`src/rtl/nvs_pkg.sv`:
```
// Package: timing constants and states for the nonvolatile memory host controller
package nvs_pkg;
    localparam int CLK_PERIOD_PS = 5000;
    localparam int ADDR_W        = 15;
    localparam int DATA_W        = 8;
    // Figures of the slowest speed grade, in ns; the lockout time in ms
    localparam int READ_CYCLE_MIN_NS        = 200;
    localparam int SELECT_ACCESS_MAX_NS     = 200;
    localparam int OE_ACCESS_MAX_NS         = 90;
    localparam int DESELECT_TO_FLOAT_MAX_NS = 70;
    localparam int WRITE_CYCLE_MIN_NS       = 200;
    localparam int SELECT_TO_END_MIN_NS     = 150;
    localparam int ADDR_TO_WRITE_END_MIN_NS = 150;
    localparam int WRITE_PULSE_MIN_NS       = 130;
    localparam int DATA_SETUP_MIN_NS        = 70;
    localparam int SELECT_RECOVERY_MIN_NS   = 15;
    localparam int SELECT_DATA_HOLD_MIN_NS  = 10;
    localparam int POWERUP_LOCKOUT_TIME_MS  = 120;
    // Least times round up to whole cycles
    localparam int READ_SAMPLE_CYC = (SELECT_ACCESS_MAX_NS * 1000 + CLK_PERIOD_PS - 1) / CLK_PERIOD_PS + 1;
    localparam int FLOAT_CYC       = (DESELECT_TO_FLOAT_MAX_NS * 1000 + CLK_PERIOD_PS - 1) / CLK_PERIOD_PS;
    localparam int WRITE_PULSE_CYC = (SELECT_TO_END_MIN_NS * 1000 + CLK_PERIOD_PS - 1) / CLK_PERIOD_PS;
    localparam int HOLD_CYC        = (SELECT_RECOVERY_MIN_NS * 1000 + CLK_PERIOD_PS - 1) / CLK_PERIOD_PS;
    localparam int WRITE_CYCLE_CYC = (WRITE_CYCLE_MIN_NS * 1000 + CLK_PERIOD_PS - 1) / CLK_PERIOD_PS;
    localparam int LOCKOUT_CYC     = POWERUP_LOCKOUT_TIME_MS * 1000000 / (CLK_PERIOD_PS / 1000);
    localparam int CNT_W           = 25;
    typedef enum logic [2:0] {
        ST_LOCKOUT,
        ST_IDLE,
        ST_READ,
        ST_READ_FLOAT,
        ST_WRITE_SETUP,
        ST_WRITE_PULSE,
        ST_WRITE_HOLD
    } nvs_state_t;
endpackage

```
`src/rtl/nvs_sync.sv`:
```
// Three-stage input synchroniser with agreement filter
`timescale 1ns/1ps
`default_nettype none
module nvs_sync #(
    parameter int           W       = 1,
    parameter logic [W-1:0] INIT    = '0
) (
    input  wire logic         core_clk,
    input  wire logic         srst,
    input  wire logic [W-1:0] din,
    output var  logic [W-1:0] dout
);
    logic [W-1:0] s1_q;
    logic [W-1:0] s2_q;
    logic [W-1:0] s3_q;
    wire  [W-1:0] agree = ~(s2_q ^ s3_q);
    wire  [W-1:0] out_d = (agree & s2_q) | (~agree & dout);

    always_ff @(posedge core_clk) begin
        if (srst) begin
            s1_q <= INIT;
            s2_q <= INIT;
            s3_q <= INIT;
            dout <= INIT;
        end else begin
            s1_q <= din;
            s2_q <= s1_q;
            s3_q <= s2_q;
            dout <= out_d;
        end
    end
endmodule
`default_nettype wire

```
`src/rtl/nvs_host.sv`:
```
// Host controller driving a battery-backed 32K x 8 asynchronous memory port
`timescale 1ns/1ps
`default_nettype none
module nvs_host
    import nvs_pkg::*;
#(
    parameter int LOCKOUT_CYCLES = LOCKOUT_CYC
) (
    input  wire logic              core_clk,
    input  wire logic              srst,
    input  wire logic              req_valid,
    input  wire logic              req_write,
    input  wire logic [ADDR_W-1:0] req_addr,
    input  wire logic [DATA_W-1:0] req_wdata,
    output var  logic              req_ready,
    output var  logic              rsp_valid,
    output var  logic [DATA_W-1:0] rsp_rdata,
    output var  logic              mem_ready,
    output var  logic [ADDR_W-1:0] mem_addr,
    output var  logic              mem_sel_n,
    output var  logic              mem_wstrobe_n,
    output var  logic              mem_oe_n,
    output var  logic [DATA_W-1:0] mem_dq_o,
    output var  logic              mem_dq_oe,
    input  wire logic [DATA_W-1:0] mem_dq_i
);
    import nvs_pkg::*;

    // ************************************************************
    // Elaboration checks
    // ************************************************************
    // Read hold covers access time plus the pin synchroniser delay
    localparam int SYNC_LAT      = 4;
    localparam int READ_HOLD_CYC = READ_SAMPLE_CYC + SYNC_LAT;

    if (LOCKOUT_CYCLES < 1 || LOCKOUT_CYCLES >= (1 << CNT_W)) begin
        $error("LOCKOUT_CYCLES out of range");
    end
    if (READ_HOLD_CYC >= (1 << CNT_W) || WRITE_CYCLE_CYC >= (1 << CNT_W)) begin
        $error("timing counts exceed counter width");
    end
    if (WRITE_PULSE_CYC < 1 || HOLD_CYC < 1 || FLOAT_CYC < 1) begin
        $error("timing counts must be at least one cycle");
    end

    // ************************************************************
    // State and counter
    // ************************************************************
    nvs_state_t        state_q;
    nvs_state_t        state_d;
    logic [CNT_W-1:0]  cnt_q;
    logic [CNT_W-1:0]  cnt_d;
    logic [CNT_W-1:0]  cyc_q;
    logic [CNT_W-1:0]  cyc_d;
    logic [DATA_W-1:0] dq_sync;

    // Pin data is asynchronous to core_clk
    nvs_sync #(.W(DATA_W), .INIT('0)) u_dq_sync (
        .core_clk (core_clk),
        .srst     (srst),
        .din      (mem_dq_i),
        .dout     (dq_sync)
    );

    wire cnt_done  = (cnt_q == '0);
    // Whole-cycle counter enforces read and write cycle minimums
    wire cyc_done  = (cyc_q == '0);
    wire idle_take = (state_q == ST_IDLE) && req_valid;

    // ************************************************************
    // Next state
    // ************************************************************
    // Slowest grade figures are used, so every grade is served
    always_comb begin
        state_d = state_q;
        cnt_d   = cnt_done ? cnt_q : cnt_q - CNT_W'(1);
        cyc_d   = cyc_done ? cyc_q : cyc_q - CNT_W'(1);
        case (state_q)
            ST_LOCKOUT: begin
                if (cnt_done) begin
                    state_d = ST_IDLE;
                end
            end
            ST_IDLE: begin
                if (req_valid && cyc_done) begin
                    cyc_d = req_write ? CNT_W'(WRITE_CYCLE_CYC) : CNT_W'(READ_CYCLE_MIN_NS * 1000 / CLK_PERIOD_PS);
                    if (req_write) begin
                        state_d = ST_WRITE_SETUP;
                        cnt_d   = '0;
                    end else begin
                        state_d = ST_READ;
                        cnt_d   = CNT_W'(READ_HOLD_CYC);
                    end
                end
            end
            ST_READ: begin
                if (cnt_done) begin
                    state_d = ST_READ_FLOAT;
                    cnt_d   = CNT_W'(FLOAT_CYC);
                end
            end
            ST_READ_FLOAT: begin
                if (cnt_done) begin
                    state_d = ST_IDLE;
                end
            end
            ST_WRITE_SETUP: begin
                state_d = ST_WRITE_PULSE;
                cnt_d   = CNT_W'(WRITE_PULSE_CYC);
            end
            ST_WRITE_PULSE: begin
                if (cnt_done) begin
                    state_d = ST_WRITE_HOLD;
                    cnt_d   = CNT_W'(HOLD_CYC);
                end
            end
            ST_WRITE_HOLD: begin
                if (cnt_done) begin
                    state_d = ST_IDLE;
                end
            end
            default: begin
                state_d = ST_LOCKOUT;
            end
        endcase
    end

    // ************************************************************
    // State register
    // ************************************************************
    always_ff @(posedge core_clk) begin
        if (srst) begin
            state_q <= ST_LOCKOUT;
            cnt_q   <= CNT_W'(LOCKOUT_CYCLES);
            cyc_q   <= '0;
        end else begin
            state_q <= state_d;
            cnt_q   <= cnt_d;
            cyc_q   <= cyc_d;
        end
    end

    // ************************************************************
    // Pin drive, all registered
    // ************************************************************
    // One request in flight at a time; reads and writes never overlap
    wire in_write  = (state_d == ST_WRITE_SETUP) || (state_d == ST_WRITE_PULSE) || (state_d == ST_WRITE_HOLD);
    wire sel_d     = (state_d == ST_READ) || (state_d == ST_WRITE_PULSE);
    // Strobe falls with select and rises with it; oe stays high in writes
    wire strobe_d  = (state_d == ST_WRITE_PULSE);
    wire oe_d      = (state_d == ST_READ);
    // Data driven through setup, pulse and hold so it outlives the select rise
    wire dq_oe_d   = in_write;
    wire take_q    = idle_take && cyc_done;
    wire rd_done   = (state_q == ST_READ) && cnt_done;

    always_ff @(posedge core_clk) begin
        if (srst) begin
            mem_addr      <= '0;
            mem_sel_n     <= 1'b1;
            mem_wstrobe_n <= 1'b1;
            mem_oe_n      <= 1'b1;
            mem_dq_o      <= '0;
            mem_dq_oe     <= 1'b0;
            req_ready     <= 1'b0;
            mem_ready     <= 1'b0;
        end else begin
            if (take_q) begin
                mem_addr <= req_addr;
                mem_dq_o <= req_wdata;
            end
            mem_sel_n     <= ~sel_d;
            mem_wstrobe_n <= ~strobe_d;
            mem_oe_n      <= ~oe_d;
            mem_dq_oe     <= dq_oe_d;
            req_ready     <= (state_d == ST_IDLE) && (cyc_d == '0) && !take_q;
            mem_ready     <= (state_d != ST_LOCKOUT);
        end
    end

    // ************************************************************
    // Read response
    // ************************************************************
    // The byte is taken only after the synchroniser has settled on it
    always_ff @(posedge core_clk) begin
        if (srst) begin
            rsp_valid <= 1'b0;
            rsp_rdata <= '0;
        end else begin
            rsp_valid <= rd_done;
            if (rd_done) begin
                rsp_rdata <= dq_sync;
            end
        end
    end
endmodule
`default_nettype wire

```
`config.mk`:
```
export PLATFORM = sky130hd
export DESIGN_NAME = nvs_host
export DESIGN_NICKNAME = d
export VERILOG_FILES = /design/src/rtl/nvs_pkg.sv /design/src/rtl/nvs_sync.sv /design/src/rtl/nvs_host.sv
export SDC_FILE = /design/constraint.sdc
export NUM_CORES = 1
export LEC_CHECK = 0
export BUFFER_PORTS_ARGS = -buffer_cell sky130_fd_sc_hd__buf_2
export CAP_MARGIN = 10
export CORE_ASPECT_RATIO = 0.75
export CORE_MARGIN = 2
export CORE_UTILIZATION = 55
export CTS_BUF_LIST = sky130_fd_sc_hd__clkbuf_8 sky130_fd_sc_hd__clkbuf_16
export CTS_CLUSTER_SIZE = 25
export DETAILED_ROUTE_END_ITERATION = 8
export GPL_ROUTABILITY_DRIVEN = 0
export GPL_TIMING_DRIVEN = 1
export PLACE_DENSITY_LB_ADDON = 0.1
export SLEW_MARGIN = 15
export SYNTH_ARGS = -nofsm -noshare
export SYNTH_HDL_FRONTEND = slang
export SYNTH_SLANG_ARGS = --single-unit
```
`constraint.sdc`:
```
create_clock -name core_clk -period 4.1 [get_ports core_clk]
set_input_delay 0.205 -clock core_clk [delete_from_list [all_inputs] [get_ports core_clk]]
set_output_delay 0.205 -clock core_clk [all_outputs]
set_load 0.005 [all_outputs]
```
==> results.py, run 1 <==
metrics = {
    "die": {
        "die_w_um": 117,
        "die-area_um2": 10400,
        "die_y_um": 88.9,
        "std_cell_rows": 30,
        "num_io_pins": 73,
        "core_area_um2": 9200,
        "initial_core_util_pct": 57.5,
    },
    "timing": {
        "fin_tns_setup_ns": 0,
        "fmax_mhz": 306,
        "min_period_ns": 3.26,
        "skew_ns": 0.00579,
        "timing.final.crit_share_pct": 79.6,
        "worst_pin_slew_ns": 1.05,
        "drv_slew": 0,
        "finalWorstSetupSlack_ns": 0.837,
        "whs_ns": 0.00429,
        "rsz0062_at_grt": "no",
        "max_slew_margin_pct": 29.9,
        "setup_viol": 0,
        "hold_viol": 0,
    },
    "clocking": {
        "cts_tree": "built",
        "clkSlewWorstSetupHoldPaths_ns": 0.06,
        "cts_buffers": 17,
        "htree_levels": 4,
        "cts_root_buf": "clkbuf_16",
        "ctsLongestPathBuffers": 2,
        "worstSkewPairLatency_ns": 0.41,
        "cts.sinks": 123,
    },
    "worst_setup_path": {
        "cp.required_ns": 4.36,
        "worst-setup-path-type": "flip-flop to flip-flop",
        "rr_startpoint": "cnt_q[0]",
        "cp-start-kind": "flip-flop",
        "endpoint_kind": "flip-flop",
        "cp.arrival_ns": 3.52,
        "critical_path.startpoint": "cnt_q[0]",
        "cp_max_fo": 16,
    },
    "routing": {
        "wl_per_cell_um": 13.9,
        "postRouteAntennaNets": 0,
        "drt_iter0_markers": 322,
        "num_vias": 4535,
        "detail_route.wirelength_um": 11400,
        "drc_errors": 0,
        "drtPass1Iterations": 5,
        "via_per_inst": 5.51,
    },
    "global_route": {
        "antenna_found_initial": 0,
        "grt_pass1_wl_um": 19300,
        "grt_pass1_vias": 4207,
        "grt_start_max_net_pins": 107,
        "grt_use_total_pct": 23.7,
        "overflow": 0,
    },
    "pwr": {
        "clkPwrFrac_pct": 33.2,
        "p_comb_share_pct": 31.8,
        "leakagePower_nw": 2.49,
        "pwr-share-seq_pct": 35.0,
        "irDropWorstVdd_mv": 0.415,
        "p_sw_mw": 1.65,
        "p_total_mw": 4.56,
        "p_per_area_nw_per_um2": 720,
        "netSwitchingFraction_pct": 36.1,
        "p_int_mw": 2.92,
    },
    "place": {
        "dpl_worst_slack_ns": 0.845,
        "dp_hpwl_um": 7740,
        "post-place-cells": 787,
        "numPortBuffers": 72,
        "placed_area_um2": 5690,
    },
    "cells_and_area": {
        "multiInputGateArea_um2": 2660,
        "seq_area_um2": 2460,
        "final_area_um2": 6340,
        "antennaDiodeCount": 0,
        "layout-drive-gt1-share_pct": 18.3,
        "fillCellCount": 756,
        "stdcell_count": 823,
        "nNetsFinal": 722,
        "final_util_pct": 68.9,
        "syn_to_final_growth_pct": 19.8,
    },
    "synthesis": {
        "syn_nets": 657,
        "synthArstFlopShare_pct": 0,
        "synth-main-ff-cell": "dfxtp_1",
        "ys_ff_latch": 123,
        "synth-edff-count": 0,
        "syn_inst": 617,
        "ys_types": 63,
        "synthTopCellsByArea": "dfxtp_1 47%, nand2_1 6.2%, a21oi_1 5.9%",
        "syn_avg_cell_area_um2": 8.58,
        "syn_area_um2": 5290,
        "synth_top_cell_by_area": "dfxtp_1",
        "seq_area_frac_synth_pct": 46.5,
        "yosys_warnings": 0,
        "synth_top_cell_area_share_pct": 46.5,
    },
    "status": {
        "status": "finished, final reports clean",
    },
    "flow_run": {
        "maxCapViolCount": 0,
    },
    "min_path": {
        "min_from": "mem_dq_i[0]",
        "hold_path_class": "input port to flip-flop",
    },
}
## repair_timing
| action | CTS | global route |
|---|---|---|
| gates resized for setup | 0 | 0 |
| hold buffers | 4 | 0 |
| hold endpoints to repair | 4 | 0 |
| buffers inserted | 0 | 0 |
## cells in the mapped netlist, drive strengths merged (9+ instances only)
| master | number |
|---|---|
| or4 | 11 |
| nor3 | 21 |
| nand3 | 18 |
| xor2 | 15 |
| nor2 | 67 |
| a21oi | 62 |
| xnor2 | 26 |
| clkbuf | 26 |
| nor2b | 27 |
| o21bai | 9 |
| dfxtp | 123 |
| nor4 | 12 |
| nand2 | 89 |
| o21ai | 15 |
## final timing paths
check | endpoint | slack (ns) | depth (start not counted)
worst min register to register | u_dq_sync.s2_q[6] | 0.44 | 1
worst max-delay path | cnt_q[5] | 0.84 | 10
worst min-delay path | u_dq_sync.s1_q[0] | 0.004 | 2
worst max register to register | cnt_q[5] | 0.84 | 10
## power by group through the flow
stage	Sequential (mW)	Combinational (mW)	Clock [mW]
2_1_floorplan	1.52	1.22	0
3_3_place_gp	1.60	1.39	0
3_5_place_dp	1.62	1.42	0
4_1_cts	1.59	1.44	1.53
5_1_grt	1.63	1.63	1.59
6_report	1.60	1.45	1.51
## logic make-up (layout without fill, tap and decap cells)
group                      count (synthesis)  count (layout)  synth area share, %
AOI/OAI and AO/OA                        118             118                 13.7
xor gates and xnor gates                  41              41                 6.79
adders and majority gates                  6               6                 1.37
DFF                                      123             123                 46.5
buffers and inverters                     40             118                 3.19
and+or+nand+nor                          289             289                 28.4
## per-layer routing
metal  vias to the layer above  wire length [um]  global-route usage [%]
met2                       137              4910                    35.8
met4                         0               157                    9.84
met3                        17               868                    7.86
met5                         -                 0                       0
li1                       2278                 -                       -
met1                      2103              5510                    31.5
## final cells by class
cell class	count	share of cell area, %
Multi-Input combinational cell	454	42.0
Inverter	7	0.415
Clock inverter	15	2.80
Sequential cell	123	38.9
Clock buffer	17	6.71
Tap cell	128	2.53
Timing Repair Buffer	79	6.71
## worst max-delay path: stages, from the launching register on
cell      delay [ns]
dfxtp_1         0.33
inv_1           0.13
ha_1            0.18
or4b_1          0.47
or4_4           0.50
nor2_8          0.24
inv_2           0.16
a2111o_1        0.46
nand2_4         0.15
or2_1           0.35
o22ai_2         0.13
## layout by cell type, fill, tap and decap left out, drive strengths merged, types with 3 or more instances in the layout
master and count:
dfxtp 123, xor2 15, clkbuf 17, ha 5
nor2b 27, o31ai 3, o21ai 15, buf 75
nand3 18, o21bai 9, nor4 12, xnor2 26
a221oi 3, a21oi 62, a211oi 3, or2 7
or3 7, dlygate4sd3 4, nand2b 6, nor4b 4
o22ai 3, inv 16, nor2 67, nand3b 6
nand2 89, and2 4, nor3 21, or4 11
## sequential cells by signal, indices dropped and copies added (netlist names), 8 cells and up, named ones only
signal,flops
cnt_q,25
cyc_q,25
mem_addr,15
mem_dq_o,8
rsp_rdata,8
u_dq_sync.s1_q,8
u_dq_sync.s2_q,8
u_dq_sync.s3_q,8
No activity file was read; power rests on OpenSTA's default activity.
==> inputs of run 2 (changes only) <==
- clock period: 4.1 -> 3.2 ns (I/O delays scaled with it)
==> results.py, run 2 (synthesis gave the netlist of run 1 again) <==
metrics = {
    "status": {
        "status": "finished, final reports clean",
    },
    "clocking": {
        "cts_root_buf": "clkbuf_16",
        "post_cts_buffers": 0,
        "htree_levels": 4,
        "worstSkewPairLatency_ns": 0.42,
        "cts_tree": "built",
        "cts_buffers": 17,
        "cts.sinks": 123,
        "ctsLongestPathBuffers": 2,
        "clkSlewWorstSetupHoldPaths_ns": 0.06,
    },
    "place": {
        "placed_area_um2": 5760,
        "numPortBuffers": 72,
        "dp_hpwl_um": 7950,
        "post-place-cells": 796,
    },
    "global_route": {
        "antenna_found_initial": 0,
        "grt_use_total_pct": 26.6,
        "grt_start_max_net_pins": 73,
        "overflow": 0,
        "grt_pass1_wl_um": 21400,
        "grt_pass1_vias": 4508,
    },
    "min_path": {
        "hold_path_class": "input port to flip-flop",
        "min_to": "mem_addr[2]",
        "min_from": "req_addr[2]",
        "hold-path-cell-count": 3,
    },
    "die": {
        "die_y_um": 88.9,
        "die_w_um": 117,
        "die-area_um2": 10400,
        "initial_core_util_pct": 57.5,
        "num_io_pins": 73,
        "core_area_um2": 9200,
        "std_cell_rows": 30,
    },
    "routing": {
        "drtPass1Iterations": 5,
        "via_per_inst": 5.51,
        "route.met3.wl_um": 887,
        "top_layer": "met4",
        "wl_per_cell_um": 15.2,
        "postRouteAntennaNets": 0,
        "drc_errors": 0,
        "detail_route.wirelength_um": 13000,
        "met1_length_um": 6050,
        "drt_iter0_markers": 349,
        "num_vias": 4730,
        "met2_length_um": 5880,
    },
    "timing": {
        "min_period_ns": 2.94,
        "hold_viol": 0,
        "fin_tns_setup_ns": 0,
        "worst_pin_slew_ns": 0.749,
        "rsz0062_at_grt": "no",
        "setup_viol": 0,
        "fmax_mhz": 340,
        "max_slew_margin_pct": 50.0,
        "skew_ns": 0.00728,
        "timing.final.crit_share_pct": 91.9,
        "drv_slew": 0,
    },
    "pwr": {
        "irDropWorstVdd_mv": 0.474,
        "p_total_mw": 5.98,
        "p_per_area_nw_per_um2": 898,
        "leakagePower_nw": 2.63,
    },
    "worst_setup_path": {
        "worst-setup-path-type": "flip-flop to flip-flop",
        "endpoint_kind": "flip-flop",
        "cp-start-kind": "flip-flop",
        "path_cells": "inv_1 -> ha_1 -> nor4b_2 -> and4_1 -> nand2_1 -> and4_1 -> nor3_1 -> o2111ai_1 -> a2111oi_0",
        "reg2reg_to": "req_ready",
        "path_common_cell": "and4_1",
        "r2r_slack_ns": 0.26,
        "crit_family": "simple AND/OR/NAND/NOR gates",
        "rr_startpoint": "cyc_q[0]",
        "slowest_delay_ns": 0.44,
        "cp_max_fo": 8,
        "path_buf_inv": 1,
        "cp.arrival_ns": 3.22,
        "cp.required_ns": 3.48,
        "cp_slowest_cell": "a2111oi_0",
        "r2r_cells": 9,
    },
    "cells_and_area": {
        "fillCellCount": 662,
        "antennaDiodeCount": 0,
        "final_cell_mix": "123 x dfxtp_1, 88 x nand2_1, 71 x buf_2, 66 x nor2_1, 62 x a21oi_1",
        "syn_to_final_growth_pct": 25.9,
        "final_area_um2": 6660,
        "layout_commonest_cell": "dfxtp_1",
        "layout-drive-gt1-share_pct": 18.8,
        "nNetsFinal": 757,
        "top_regs": "cnt_q x25, cyc_q x25, mem_addr x15",
        "stdcell_count": 858,
        "final_util_pct": 72.4,
    },
    "flow_run": {
        "maxCapViolCount": 0,
    },
}
==> run 2: cell types whose count changed in the layout (fill, tap and decap cells not counted), sizes merged <==
cell,before,now
dlygate4sd3,4,30
buf,75,84
inv,16,12
clkinv,2,4
clkinvlp,2,4
==> run 2: routing by layer <==
layer	vias up	global-route usage, %
li1	2332	-
met3	21	7.93
met1	2206	35.3
met2	171	41.7
met4	0	9.20
met5	-	0
==> run 2: cell type report <==
cell class              instances  area, um^2  area share, %
well taps                     128         160           2.40
multi-input cells             454        2670           40.1
flip-flops and latches        123        2460           37.0
inverters                       7        26.3          0.394
repair buffers                114         753           11.3
clock buffers                  17         425           6.38
clock inverters                15         164           2.46
==> run 2: what timing repair did <==
action / in CTS / in global routing
resized for setup: 0 / 2
hold buffers: 30 / 0
endpoints found under the setup margin: 0 / 2
endpoints found under the hold margin: 30 / 0
==> run 2: through the flow <==
step | hold WS, ns | worst slack [ns]
2_1_floorplan | 0.258 | 0.520
3_3_place_gp | 0.372 | 0.291
3_5_place_dp | 0.376 | 0.177
4_1_cts | 0.0235 | 0.131
5_1_grt | 0.0405 | 0.000409
6_report | 0.0201 | 0.258
==> run 2: worst register-to-register path, stage by stage (launching register included) <==
cell and delay [ns]:
dfxtp_1 0.36, inv_1 0.11, ha_1 0.32, nor4b_2 0.43, and4_1 0.32, nand2_1 0.17, and4_1 0.34, nor3_1 0.21
o2111ai_1 0.12, a2111oi_0 0.44
==> run 2: worst max path at each step <==
stage / start / endpoint / depth (start not counted)
CTS: cnt_q[0] / cnt_q[5] / 10
detailed placement: cnt_q[0] / cnt_q[5] / 10
global placement: cnt_q[0] / cnt_q[5] / 10
floorplan: cyc_q[0] / cnt_q[5] / 11
global route: cyc_q[0] / mem_sel_n / 10
finish: cyc_q[0] / req_ready / 9
==> run 2: power by group <==
group	switching, mW	internal [mW]	leakage, nW
clock	0.751	1.16	0.279
sequential	0.295	1.76	1.00
combinational	1.11	0.909	1.35
==> inputs of run 3 (changes only) <==
- CORE_UTILIZATION: 55 -> 52
- clock period: 3.2 -> 2.7 ns (I/O delays scaled with it)
==> results.py, run 3 (synthesis gave the netlist of run 1 again) <==
metrics = {
    "clocking": {
        "worstSkewPairLatency_ns": 0.41,
        "cts_root_buf": "clkbuf_16",
        "clkSlewWorstSetupHoldPaths_ns": 0.06,
        "ctsLongestPathBuffers": 2,
        "cts.sinks": 123,
        "htree_levels": 4,
        "cts_tree": "built",
        "cts_buffers": 17,
    },
    "die": {
        "die_w_um": 120,
        "core_area_um2": 9770,
        "die-area_um2": 11000,
        "die_y_um": 91.4,
        "num_io_pins": 73,
        "initial_core_util_pct": 54.1,
        "std_cell_rows": 31,
    },
    "worst_setup_path": {
        "r2r_slack_ns": 0.06,
        "cp.arrival_ns": 2.93,
        "reg2reg_to": "mem_ready",
        "cp_max_fo": 6,
        "critical_path.startpoint": "cnt_q[12]",
        "cp.required_ns": 2.99,
        "rr_startpoint": "cnt_q[12]",
        "worst-setup-path-type": "flip-flop to flip-flop",
        "r2r_cells": 9,
        "endpoint_kind": "flip-flop",
        "cp-start-kind": "flip-flop",
    },
    "global_route": {
        "grt_use_total_pct": 24.7,
        "grt_pass1_vias": 4651,
        "grt_pass1_wl_um": 21900,
        "grt_start_max_net_pins": 62,
        "antenna_found_initial": 0,
        "overflow": 0,
    },
    "status": {
        "status": "finished, final reports clean",
    },
    "min_path": {
        "min_from": "req_write",
        "hold-path-cell-count": 3,
        "hold_path_class": "input port to flip-flop",
        "min_to": "mem_dq_oe",
    },
    "cells_and_area": {
        "fillCellCount": 751,
        "final_cell_mix": "121 x dfxtp_1, 88 x nand2_1, 71 x buf_2, 66 x nor2_1, 61 x a21oi_1",
        "syn_to_final_growth_pct": 33.0,
        "top_regs": "cnt_q x25, cyc_q x25, mem_addr x15",
        "layout-drive-gt1-share_pct": 24.0,
        "nNetsFinal": 795,
        "antennaDiodeCount": 0,
        "final_area_um2": 7040,
        "layout_commonest_cell": "dfxtp_1",
    },
    "place": {
        "numPortBuffers": 72,
        "placed_area_um2": 6040,
        "dp_hpwl_um": 8470,
        "dpl_worst_slack_ns": -0.0376,
    },
    "routing": {
        "drtPass1Iterations": 5,
        "num_vias": 4888,
        "via_per_inst": 5.43,
        "detail_route.wirelength_um": 13200,
        "drt_iter0_markers": 340,
        "postRouteAntennaNets": 0,
        "drc_errors": 0,
        "wl_per_cell_um": 14.6,
    },
    "timing": {
        "setup_viol": 0,
        "worst_pin_slew_ns": 0.679,
        "max_slew_margin_pct": 54.4,
        "min_period_ns": 2.64,
        "skew_ns": 0.00946,
        "finalWorstSetupSlack_ns": 0.0591,
        "whs_ns": 0.0838,
        "hold_viol": 0,
        "drv_slew": 0,
        "timing.final.crit_share_pct": 97.8,
        "fmax_mhz": 379,
    },
    "pwr": {
        "p_per_area_nw_per_um2": 1070,
        "leakagePower_nw": 2.85,
        "irDropWorstVdd_mv": 0.509,
    },
    "flow_run": {
        "maxCapViolCount": 0,
    },
}
-- run 3: cell types whose count changed in the layout (fill, tap and decap cells not counted), sizes merged --
cell         previous run  this run
inv                    12        13
bufinv                  2         3
dlygate4sd3            30        31
buf                    84       121
clkinvlp                4         2
-- run 3: how the worst max path moves through the flow --
stage                     slack, ns  depth (start not counted)   endpoint
final                          0.06                          9  mem_ready
after global routing          -0.01                         11  mem_ready
after CTS                     0.003                         11  cnt_q[13]
after detailed placement      -0.04                          7  req_ready
after global placement         0.08                         11  cnt_q[13]
after floorplan                0.02                         11   cnt_q[5]
-- run 3: worst max-delay path: stages (launching register included) --
cell and delay [ns]:
dfxtp_1 0.32, or4_4 0.53, or4_4 0.59, nor2_8 0.15, inv_2 0.06, buf_6 0.13
a21oi_2 0.13, o221a_2 0.21, nor2_1 0.05, or3_1 0.35
-- run 3: metal layers --
layer / wire length, um / up-vias / track usage, %
li1: - / 2413 / -
met1: 6450 / 2284 / 33.9
met2: 5660 / 169 / 37.0
met3: 847 / 22 / 6.78
met4: 225 / 0 / 8.91
met5: 0 / - / 0
-- run 3: cell type report --
| class | count | area, um^2 | share of cell area [%] |
|---|---|---|---|
| sequential | 123 | 2460 | 35.0 |
| clock buffer | 17 | 425 | 6.05 |
| timing repair buffer | 152 | 1060 | 15.1 |
| clock inverter | 15 | 188 | 2.67 |
| tap | 132 | 165 | 2.35 |
| inverter | 7 | 26.3 | 0.373 |
| multi-input combinational | 454 | 2700 | 38.4 |
-- run 3: where the power goes --
part	switching (mW)	leakage [nW]	internal (mW)	total [mW]
clock network	0.880	0.297	1.47	2.35
registers	0.296	1.00	2.09	2.38
logic	1.46	1.55	1.34	2.80
total	2.64	2.85	4.90	7.54
-- run 3: timing repair --
action / 4_1_cts / 5_1_grt
buffers inserted: 0 / 2
resized for setup: 3 / 14
pin swaps: 0 / 1
hold buffers: 31 / 0
endpoints found under the hold margin: 31 / 0
endpoints found under the setup margin: 11 / 14
-- run 3: through the flow --
step | power (mW) | cells | setup TNS, ns | util (%)
2_1_floorplan | 4.16 | 617 | 0 | -
3_3_place_gp | 4.97 | 835 | 0 | 61.8
3_5_place_dp | 5.04 | 835 | -0.0421 | 61.8
4_1_cts | 7.45 | 898 | 0 | 71.3
5_1_grt | 7.98 | 900 | -0.00961 | 72.0
6_report | 7.54 | 900 | 0 | 72.0
